### config.mk
export PLATFORM = sky130hd
export DESIGN_NAME = fcrc_ctrl
export DESIGN_NICKNAME = d
export VERILOG_FILES = /design/src/fcrc_pkg.sv /design/src/fcrc_ctrl.sv
export SDC_FILE = /design/constraint.sdc
export NUM_CORES = 1
export LEC_CHECK = 0
export BUFFER_PORTS_ARGS = -buffer_cell sky130_fd_sc_hd__buf_2
export CORE_ASPECT_RATIO = 0.8
export CORE_MARGIN = 1.5
export CORE_UTILIZATION = 40
export CTS_CLUSTER_DIAMETER = 30
export DETAILED_ROUTE_END_ITERATION = 7
export GPL_ROUTABILITY_DRIVEN = 0
export SLEW_MARGIN = 20
export SYNTH_ARGS = -nofsm -noshare
export SYNTH_HDL_FRONTEND = slang
export SYNTH_SLANG_ARGS = --single-unit
### constraint.sdc
create_clock -name ref_clk -period 2.65 [get_ports ref_clk]
set_clock_uncertainty 0.1 [all_clocks]
set_input_delay 0.265 -clock ref_clk [delete_from_list [all_inputs] [get_ports ref_clk]]
set_output_delay 0.265 -clock ref_clk [all_outputs]
set_load 0.005 [all_outputs]
### src/fcrc_pkg.sv
package fcrc_pkg;

   // ********************************************************
   // array geometry (byte addresses)
   // ********************************************************
   localparam int          ADDR_W      = 18;
   localparam int          BLK_IDX_W   = 3;
   localparam int          NUM_BLOCKS  = 8;   // seven user blocks + boot
   localparam int          BOOT_BYTES  = 8192;
   localparam logic [2:0]  BOOT_IDX    = 3'h7;
   localparam logic [17:0] BOOT_BASE   = 18'h38000;
   localparam logic [17:0] BOOT_END    = 18'h3a000;
   localparam int          WORD_W      = 16;

   // ********************************************************
   // command codes, low byte of a command write
   // ********************************************************
   localparam logic [7:0] CMD_READ     = 8'hff;
   localparam logic [7:0] CMD_ID       = 8'h90;
   localparam logic [7:0] CMD_STATUS   = 8'h70;
   localparam logic [7:0] CMD_CLEAR    = 8'h50;
   localparam logic [7:0] CMD_PROGRAM  = 8'h40;
   localparam logic [7:0] CMD_ERASE    = 8'h20;
   localparam logic [7:0] CMD_ERASEALL = 8'ha7;
   localparam logic [7:0] CMD_LOCKRD   = 8'h71;
   localparam logic [7:0] CMD_LOCKPRG  = 8'h77;
   localparam logic [7:0] CMD_CONFIRM  = 8'hd0;

   // ********************************************************
   // status byte and lock readout bit positions
   // ********************************************************
   localparam int SR_READY_BIT  = 7;
   localparam int SR_ERASE_BIT  = 5;
   localparam int SR_PROG_BIT   = 4;
   localparam int LOCK_OUT_BIT  = 6;

   // ********************************************************
   // types
   // ********************************************************
   typedef enum logic [5:0] {
      ST_IDLE       = 6'h01,
      ST_PROG_WAIT  = 6'h02,
      ST_ERASE_WAIT = 6'h04,
      ST_ERALL_WAIT = 6'h08,
      ST_LOCK_WAIT  = 6'h10,
      ST_BUSY       = 6'h20
   } fcrc_state_t;

   typedef enum logic [3:0] {
      RD_ARRAY  = 4'h1,
      RD_ID     = 4'h2,
      RD_STATUS = 4'h4,
      RD_LOCK   = 4'h8
   } fcrc_rdmode_t;

   typedef enum logic [2:0] {
      OP_PROG      = 3'h1,
      OP_ERASE_BLK = 3'h2,
      OP_ERASE_ALL = 3'h4
   } fcrc_op_t;

   // processor side access
   typedef struct packed {
      logic                wr;
      logic                rd;
      logic                fetch;
      logic [ADDR_W-1:0]   addr;
      logic [WORD_W-1:0]   data;
   } fcrc_cmd_t;

   // request to the flash array
   typedef struct packed {
      logic                  stb;
      fcrc_op_t              kind;
      logic [ADDR_W-1:0]     programTargetAddress;
      logic [WORD_W-1:0]     programWordValue;
      logic [NUM_BLOCKS-1:0] eraseMask;
   } fcrc_arr_req_t;

   // all state of the controller
   typedef struct packed {
      fcrc_state_t           state;
      fcrc_rdmode_t          rdMode;
      logic                  ready;
      logic                  progErr;
      logic                  eraseErr;
      logic                  modeArmed;
      logic                  rewriteMode;
      logic [NUM_BLOCKS-1:0] locks;
      fcrc_arr_req_t         req;
      logic [WORD_W-1:0]     rdData;
      logic                  rdValid;
      logic                  parS1;
      logic                  parS2;
      logic                  serS1;
      logic                  serS2;
   } fcrc_regs_t;

endpackage

### src/fcrc_ctrl.sv
// Overview of operation
// - three flash modes: processor rewrite, parallel programmer, serial programmer
// - block erase touches exactly one block, others stay intact
// - each block has a lock bit; locked blocks refuse program and erase
// - boot area alterable only in parallel programmer mode
// - boot area is one undivided 8 Kbyte erase unit
// - program and erase start only from command sequences, not plain writes
// - in processor rewrite mode only user blocks may change, unless the parallel strap is also on
// - in rewrite mode ordinary fetches do not return array contents
// - command byte decode: read, id, status, clear, program, erase, lock
// - odd-address command writes and the upper data byte are ignored
// - ready flag is 0 while program or erase runs, else 1
// - mode bit sets only on write 0 then 1; a write 0 clears it
module fcrc_ctrl #(
   parameter logic [15:0] ID_CODE = 16'h1234   // arbitrary value
) (
   // clock and reset
   input  wire logic                   ref_clk,
   input  wire logic                   srst,
   // processor access
   input  wire fcrc_pkg::fcrc_cmd_t    cmd,
   output logic                        rdValid,
   output logic [15:0]                 rdData,
   // mode select bit writes
   input  wire logic                   modeWr,
   input  wire logic                   modeWrVal,
   output logic                        rewriteMode,
   // programmer mode straps, asynchronous pins
   input  wire logic                   parPin,
   input  wire logic                   serPin,
   // flash array
   output fcrc_pkg::fcrc_arr_req_t     arrReq,
   input  wire logic [15:0]            arrRdData,
   input  wire logic                   arrDone,
   input  wire logic                   arrFail,
   // status
   output logic                        arrayReadyFlag,
   output logic [7:0]                  statusReadoutByte
);
   import fcrc_pkg::*;

   // ********************************************************
   // state
   // ********************************************************
   localparam fcrc_regs_t RST = '{
      state: ST_IDLE, rdMode: RD_ARRAY, ready: 1'b1, progErr: 1'b0,
      eraseErr: 1'b0, modeArmed: 1'b0, rewriteMode: 1'b0,
      locks: '0, req: '{stb: 1'b0, kind: OP_PROG,
                        programTargetAddress: '0,
                        programWordValue: '0, eraseMask: '0},
      rdData: '0, rdValid: 1'b0, parS1: 1'b0, parS2: 1'b0,
      serS1: 1'b0, serS2: 1'b0};

   fcrc_regs_t            cur;
   fcrc_regs_t            nxt;
   logic                  accepting;
   logic                  cmdTake;
   logic [7:0]            cmdByte;
   logic [BLK_IDX_W-1:0]  blkIdx;
   logic                  tgtOk;
   logic                  bootOk;
   logic                  inRange;
   logic [NUM_BLOCKS-1:0] tgtMask;
   logic [NUM_BLOCKS-1:0] allMask;
   logic [7:0]            statusByte;
   logic                  setProg;
   logic                  setErase;
   logic                  clrStat;

   // ********************************************************
   // next-state logic
   // ********************************************************
   always_comb begin
      nxt = cur;
      nxt.req.stb = 1'b0;
      nxt.rdValid = 1'b0;
      setProg = 1'b0;
      setErase = 1'b0;
      clrStat = 1'b0;
      // pin straps cross into the clock domain first
      nxt.parS1 = parPin;
      nxt.parS2 = cur.parS1;
      nxt.serS1 = serPin;
      nxt.serS2 = cur.serS1;
      // any of the three modes opens the command port
      accepting = cur.rewriteMode | cur.parS2 | cur.serS2;
      // even address and low byte only
      cmdTake = cmd.wr & ~cmd.addr[0] & accepting;
      cmdByte = cmd.data[7:0];
      // block index straight from the high address bits
      blkIdx = cmd.addr[ADDR_W-1 -: BLK_IDX_W];
      inRange = cmd.addr < BOOT_END;
      // boot is one unit and only parallel mode may touch it
      bootOk = (blkIdx != BOOT_IDX) | cur.parS2;
      tgtMask = NUM_BLOCKS'(1) << blkIdx;
      tgtOk = inRange & bootOk & ~cur.locks[blkIdx];
      // erase all skips locked blocks, and boot unless parallel mode
      allMask = ~cur.locks & (cur.parS2 ? '1 : ~(NUM_BLOCKS'(1) << BOOT_IDX));
      statusByte = '0;
      statusByte[SR_READY_BIT] = cur.ready;
      statusByte[SR_ERASE_BIT] = cur.eraseErr;
      statusByte[SR_PROG_BIT] = cur.progErr;

      // mode select bit needs 0 then 1 in succession
      if (modeWr) begin
         if (!modeWrVal) begin
            nxt.rewriteMode = 1'b0;
            nxt.modeArmed = 1'b1;
         end else begin
            nxt.rewriteMode = cur.rewriteMode | cur.modeArmed;
            nxt.modeArmed = 1'b0;
         end
      end

      // read answers; fetches see zeros in rewrite mode
      if (cmd.rd) begin
         nxt.rdValid = 1'b1;
         if (cmd.fetch && cur.rewriteMode) begin
            nxt.rdData = '0;
         end else begin
            unique case (cur.rdMode)
               RD_ARRAY:  nxt.rdData = arrRdData;
               RD_ID:     nxt.rdData = ID_CODE;
               RD_STATUS: nxt.rdData = {8'h00, statusByte};
               RD_LOCK: begin
                  // lock reads as 0 on bit 6 when the block is locked
                  nxt.rdData = '0;
                  nxt.rdData[LOCK_OUT_BIT] = ~cur.locks[blkIdx];
               end
            endcase
         end
      end

      // command sequencer; only decoded sequences reach the array
      unique case (cur.state)
         ST_IDLE: begin
            if (cmdTake) begin
               case (cmdByte)
                  CMD_READ:     nxt.rdMode = RD_ARRAY;
                  CMD_ID:       nxt.rdMode = RD_ID;
                  CMD_STATUS:   nxt.rdMode = RD_STATUS;
                  CMD_LOCKRD:   nxt.rdMode = RD_LOCK;
                  CMD_CLEAR:    clrStat = 1'b1;
                  CMD_PROGRAM:  nxt.state = ST_PROG_WAIT;
                  CMD_ERASE:    nxt.state = ST_ERASE_WAIT;
                  CMD_ERASEALL: nxt.state = ST_ERALL_WAIT;
                  CMD_LOCKPRG:  nxt.state = ST_LOCK_WAIT;
                  default:      nxt.state = ST_IDLE;
               endcase
            end
         end
         ST_PROG_WAIT: begin
            // data write after the program code
            if (cmdTake) begin
               nxt.state = ST_IDLE;
               nxt.rdMode = RD_STATUS;
               if (tgtOk) begin
                  nxt.req.stb = 1'b1;
                  nxt.req.kind = OP_PROG;
                  nxt.req.programTargetAddress =
                     {cmd.addr[ADDR_W-1:1], 1'b0};
                  nxt.req.programWordValue = cmd.data;
                  nxt.req.eraseMask = tgtMask;
                  nxt.ready = 1'b0;
                  nxt.state = ST_BUSY;
               end else begin
                  setProg = 1'b1;
               end
            end
         end
         ST_ERASE_WAIT: begin
            if (cmdTake) begin
               nxt.state = ST_IDLE;
               nxt.rdMode = RD_STATUS;
               if (cmdByte == CMD_CONFIRM && tgtOk) begin
                  nxt.req.stb = 1'b1;
                  nxt.req.kind = OP_ERASE_BLK;
                  nxt.req.eraseMask = tgtMask;
                  nxt.ready = 1'b0;
                  nxt.state = ST_BUSY;
               end else begin
                  setErase = 1'b1;
               end
            end
         end
         ST_ERALL_WAIT: begin
            if (cmdTake) begin
               nxt.state = ST_IDLE;
               nxt.rdMode = RD_STATUS;
               if (cmdByte == CMD_CONFIRM && allMask != '0) begin
                  nxt.req.stb = 1'b1;
                  nxt.req.kind = OP_ERASE_ALL;
                  nxt.req.eraseMask = allMask;
                  nxt.ready = 1'b0;
                  nxt.state = ST_BUSY;
               end else if (cmdByte != CMD_CONFIRM) begin
                  setErase = 1'b1;
               end
            end
         end
         ST_LOCK_WAIT: begin
            if (cmdTake) begin
               nxt.state = ST_IDLE;
               nxt.rdMode = RD_STATUS;
               if (cmdByte == CMD_CONFIRM && inRange && bootOk) begin
                  nxt.locks[blkIdx] = 1'b1;
               end else begin
                  setProg = 1'b1;
               end
            end
         end
         ST_BUSY: begin
            // command writes are ignored until the array finishes; reads and mode bit writes still act
            if (arrDone) begin
               nxt.ready = 1'b1;
               nxt.state = ST_IDLE;
               setProg = arrFail & (cur.req.kind == OP_PROG);
               setErase = arrFail & (cur.req.kind != OP_PROG);
            end
         end
      endcase

      // leaving every mode drops a half-entered sequence
      if (!accepting && cur.state != ST_BUSY) begin
         nxt.state = ST_IDLE;
      end
      // a failure landing with a clear is kept: set wins
      nxt.progErr = (cur.progErr & ~clrStat) | setProg;
      nxt.eraseErr = (cur.eraseErr & ~clrStat) | setErase;
   end

   // ********************************************************
   // registers
   // ********************************************************
   always_ff @(posedge ref_clk) begin
      if (srst) begin
         cur <= RST;
      end else begin
         cur <= nxt;
      end
   end

   assign rdValid = cur.rdValid;
   assign rdData = cur.rdData;
   assign rewriteMode = cur.rewriteMode;
   assign arrReq = cur.req;
   assign arrayReadyFlag = cur.ready;
   assign statusReadoutByte = {cur.ready, 1'b0, cur.eraseErr, cur.progErr,
                               4'h0};
endmodule

==> results.sh <==
export IMPL_status="finished, final reports clean"
export IMPL_yosysUniqueCellTypes=76
export IMPL_rsz0062_at_grt="no"
export IMPL_coreArea_um2=11100
export IMPL_rows=34
export IMPL_cts_sinks=89
export IMPL_cts_root_buf="clkbuf_16"
export IMPL_async_flop_share_pct=0
export IMPL_clk_pin_slew_ns=0.06
export IMPL_ctsResizeCount=0
export IMPL_first_global_vias=3593
export IMPL_ys_flop_type="dfxtp_1"
export IMPL_yosysMostFrequentCell="dfxtp_1"
export IMPL_start_util_pct=41.8
export IMPL_yosysTopAreaCell="dfxtp_1"
export IMPL_setup_viol=0
export IMPL_cpLargestDelayFamily="compound AO/OA/AOI/OAI gates"
export IMPL_start_kind="register"
export IMPL_hold_depth=2
export IMPL_synth_edf_count=0
export IMPL_antenna_found_initial=0
export IMPL_fmax_ghz=0.411
export IMPL_cts_made_buffers=9
export IMPL_die_w_um=123
export IMPL_drt_total_wl_um=11500
export IMPL_required_ns=2.80
export IMPL_ys_ff_latch=89
export IMPL_arrival_ns=2.58
export IMPL_vdd_drop_max_v=0.000296
export IMPL_drt_iter0_drc=247
export IMPL_ios=134
export IMPL_relSlewSlack_pct=66.3
export IMPL_cp_slowest_stage_delay_ns=0.53
export IMPL_cts_setup_buffers=0
export IMPL_period_needed_ns=2.43
export IMPL_avgSynthCellArea_um2=8.40
export IMPL_end_kind="register"
export IMPL_worstMarginPinSlew_ns=0.504
export IMPL_reg2reg_depth=6
export IMPL_hold_class="input pin to register"
export IMPL_clk_latency_ns=0.33
export IMPL_layout_cells_non_filler=751
export IMPL_reg2reg_slack_ns=0.22
export IMPL_dpl_hpwl_um=8610
export IMPL_r2r_start="cur[85]$_SDFFE_PP0P_"
export IMPL_synth_seq_area_share_pct=38.5
export IMPL_path_max_fanout=11
export IMPL_design_area_um2=5140
export IMPL_synth_top_area_share_pct=38.5
export IMPL_hold_viol=0
export IMPL_p_per_area_nw_per_um2=538
export IMPL_die_area_um2=12200
export IMPL_diodes=0
export IMPL_critPathBufInv=0
export IMPL_placed_area_um2=4860
export IMPL_place_inst=735
export IMPL_grt_max_degree=46
export IMPL_cts_hold_buf=0
export IMPL_holdCritStartpoint="modeWrVal"
export IMPL_nets=663
export IMPL_dr_pass1_iters=5
export IMPL_leakage_uw=0.00235
export IMPL_wire_per_inst_um=15.3
export IMPL_cpMaxStageDelayCell="dfxtp_1"
export IMPL_overflow=0
export IMPL_grt_pass1_wl_um=18300
export IMPL_area_delta_synth_final_pct=11.1
export IMPL_antenna_left=0
export IMPL_crit_type="register to register"
export IMPL_fin_setup_tns_ns=0
export IMPL_die_h_um=99.2
export IMPL_hold_end="cur[76]$_SDFFE_PP0P_"
export IMPL_rr_endpoint="arrReq[7]$_SDFFE_PP0P_"
export IMPL_vias=3986
export IMPL_via_per_inst=5.31
export IMPL_path_cells="nor2_1 > and4b_1 > a2111oi_1 > o211a_1 > a21oi_1 > a311oi_2"
export IMPL_preCtsSetupSlack_ns=0.175
export IMPL_yosysWarnings=0
export IMPL_finalCritPeriodShare_pct=91.8
export IMPL_cts_tree="done"
export IMPL_portBuffers=127
export IMPL_syn_inst=551
export IMPL_synthTopCellsByArea="dfxtp_1, buf_4, nor2_1"
export IMPL_clock_tree_htree_level_count=3
export IMPL_drv_slew=0
export IMPL_drv_cap=0
export IMPL_setup_ws_ns=0.218
export IMPL_synthTopCellsByCount="dfxtp_1, buf_4, nor2_1, a21oi_1, nand2_1"
export IMPL_cts_buffer_depth=2
export IMPL_layout_drive_gt1_share_pct=28.0
export IMPL_drcViolationCount=0
export IMPL_mappedNetlistArea_um2=4630
export IMPL_grt_usage_pct=19.1
export IMPL_final_core_util_pct=46.5
kinds of logic after synthesis:
kind of cell | count (synthesis) | share of synthesized area, %
multiplexers | 23 | 4.98
buffers and inverters | 110 | 15.6
XOR/XNOR | 5 | 0.947
other | 1 | 0.0811
flip-flops | 89 | 38.5
AO/OA/AOI/OAI | 109 | 15.8
AND/OR/NAND/NOR | 214 | 24.1
flip-flops by register name (all words and copies together) (netlist names):
| name | flops |
|---|---|
| rdData | 16 |
| arrayReadyFlag | 1 |
| rewriteMode | 1 |
| cur | 23 |
| rdValid | 1 |
| statusReadoutByte | 2 |
| arrReq | 45 |
stage by stage:
step / total power [uW] / hold WS, ns
final: 2770 / 0.0338
after global routing: 2890 / 0.0426
after CTS: 2800 / 0.0212
after detailed placement: 1610 / 0.333
after global placement: 1600 / 0.343
after floorplan: 1530 / 0.260
worst reg2reg max path, delay by kind of cell (launching register included):
kind             cells  cell delay [ns]
AO/OA/AOI/OAI        4             1.31
AND/OR/NAND/NOR      2             0.40
flip-flops           1             0.53
how the worst max path moves through the flow:
stage / startpoint / end / slack (ns) / cells past startpoint
2_1_floorplan: cur[88]$_SDFFE_PP0P_ / cur[84]$_SDFFE_PP1P_ / 0.50 / 9
3_3_place_gp: cmd[0] / arrReq[43]$_SDFFE_PP0P_ / 0.29 / 7
3_5_place_dp: cmd[0] / arrReq[7]$_SDFFE_PP0P_ / 0.18 / 7
4_1_cts: cur[85]$_SDFFE_PP0P_ / arrReq[7]$_SDFFE_PP0P_ / 0.24 / 6
5_1_grt: cur[85]$_SDFFE_PP0P_ / arrReq[6]$_SDFFE_PP0P_ / 0.04 / 6
6_report: cur[85]$_SDFFE_PP0P_ / arrReq[7]$_SDFFE_PP0P_ / 0.22 / 6
area by class of cell:
class / instances / area [um2]
clock buffer: 10 / 239
sequential: 89 / 1780
inverter: 8 / 30.0
clock inverter: 6 / 42.5
fill: 1139 / 5920
tap: 144 / 180
multi-input combinational: 357 / 2140
timing repair buffer: 137 / 723
where the power goes:
part	switching [uW]	internal, uW	total [uW]	leakage, uW
logic	126	85.4	212	0.00149
registers	9.81	1360	1370	0.000721
clock network	527	662	1190	0.000135
total	663	2100	2770	0.00235
per-layer routing:
layer  track usage, %  share of wire [%]  vias up
met2             28.8                 44      153
met4             4.24               0.67        0
li1                 -                  -     1957
met1             27.3                 47     1869
met3             4.99                8.1        7
met5                0                  0        -
placed cells by master (no fill, tap or decap), types with 3 or more instances in the layout:
cell type	count
mux2i_1	23
a21oi_1	44
nor2_1	71
inv_1	6
dfxtp_1	89
conb_1	6
and4b_1	3
nor2b_1	12
or3b_1	3
a22oi_1	9
nand2b_1	4
a211oi_1	9
nand2_1	44
xor2_1	3
or3_1	6
a31oi_1	5
nand4b_1	3
nor3_1	5
o21ai_0	9
clkbuf_16	9
nand4_1	7
buf_4	9
o32ai_1	5
buf_2	127
and3_1	6
nand3_1	23
nor3b_1	3
No activity file was read; power rests on OpenSTA's default activity.
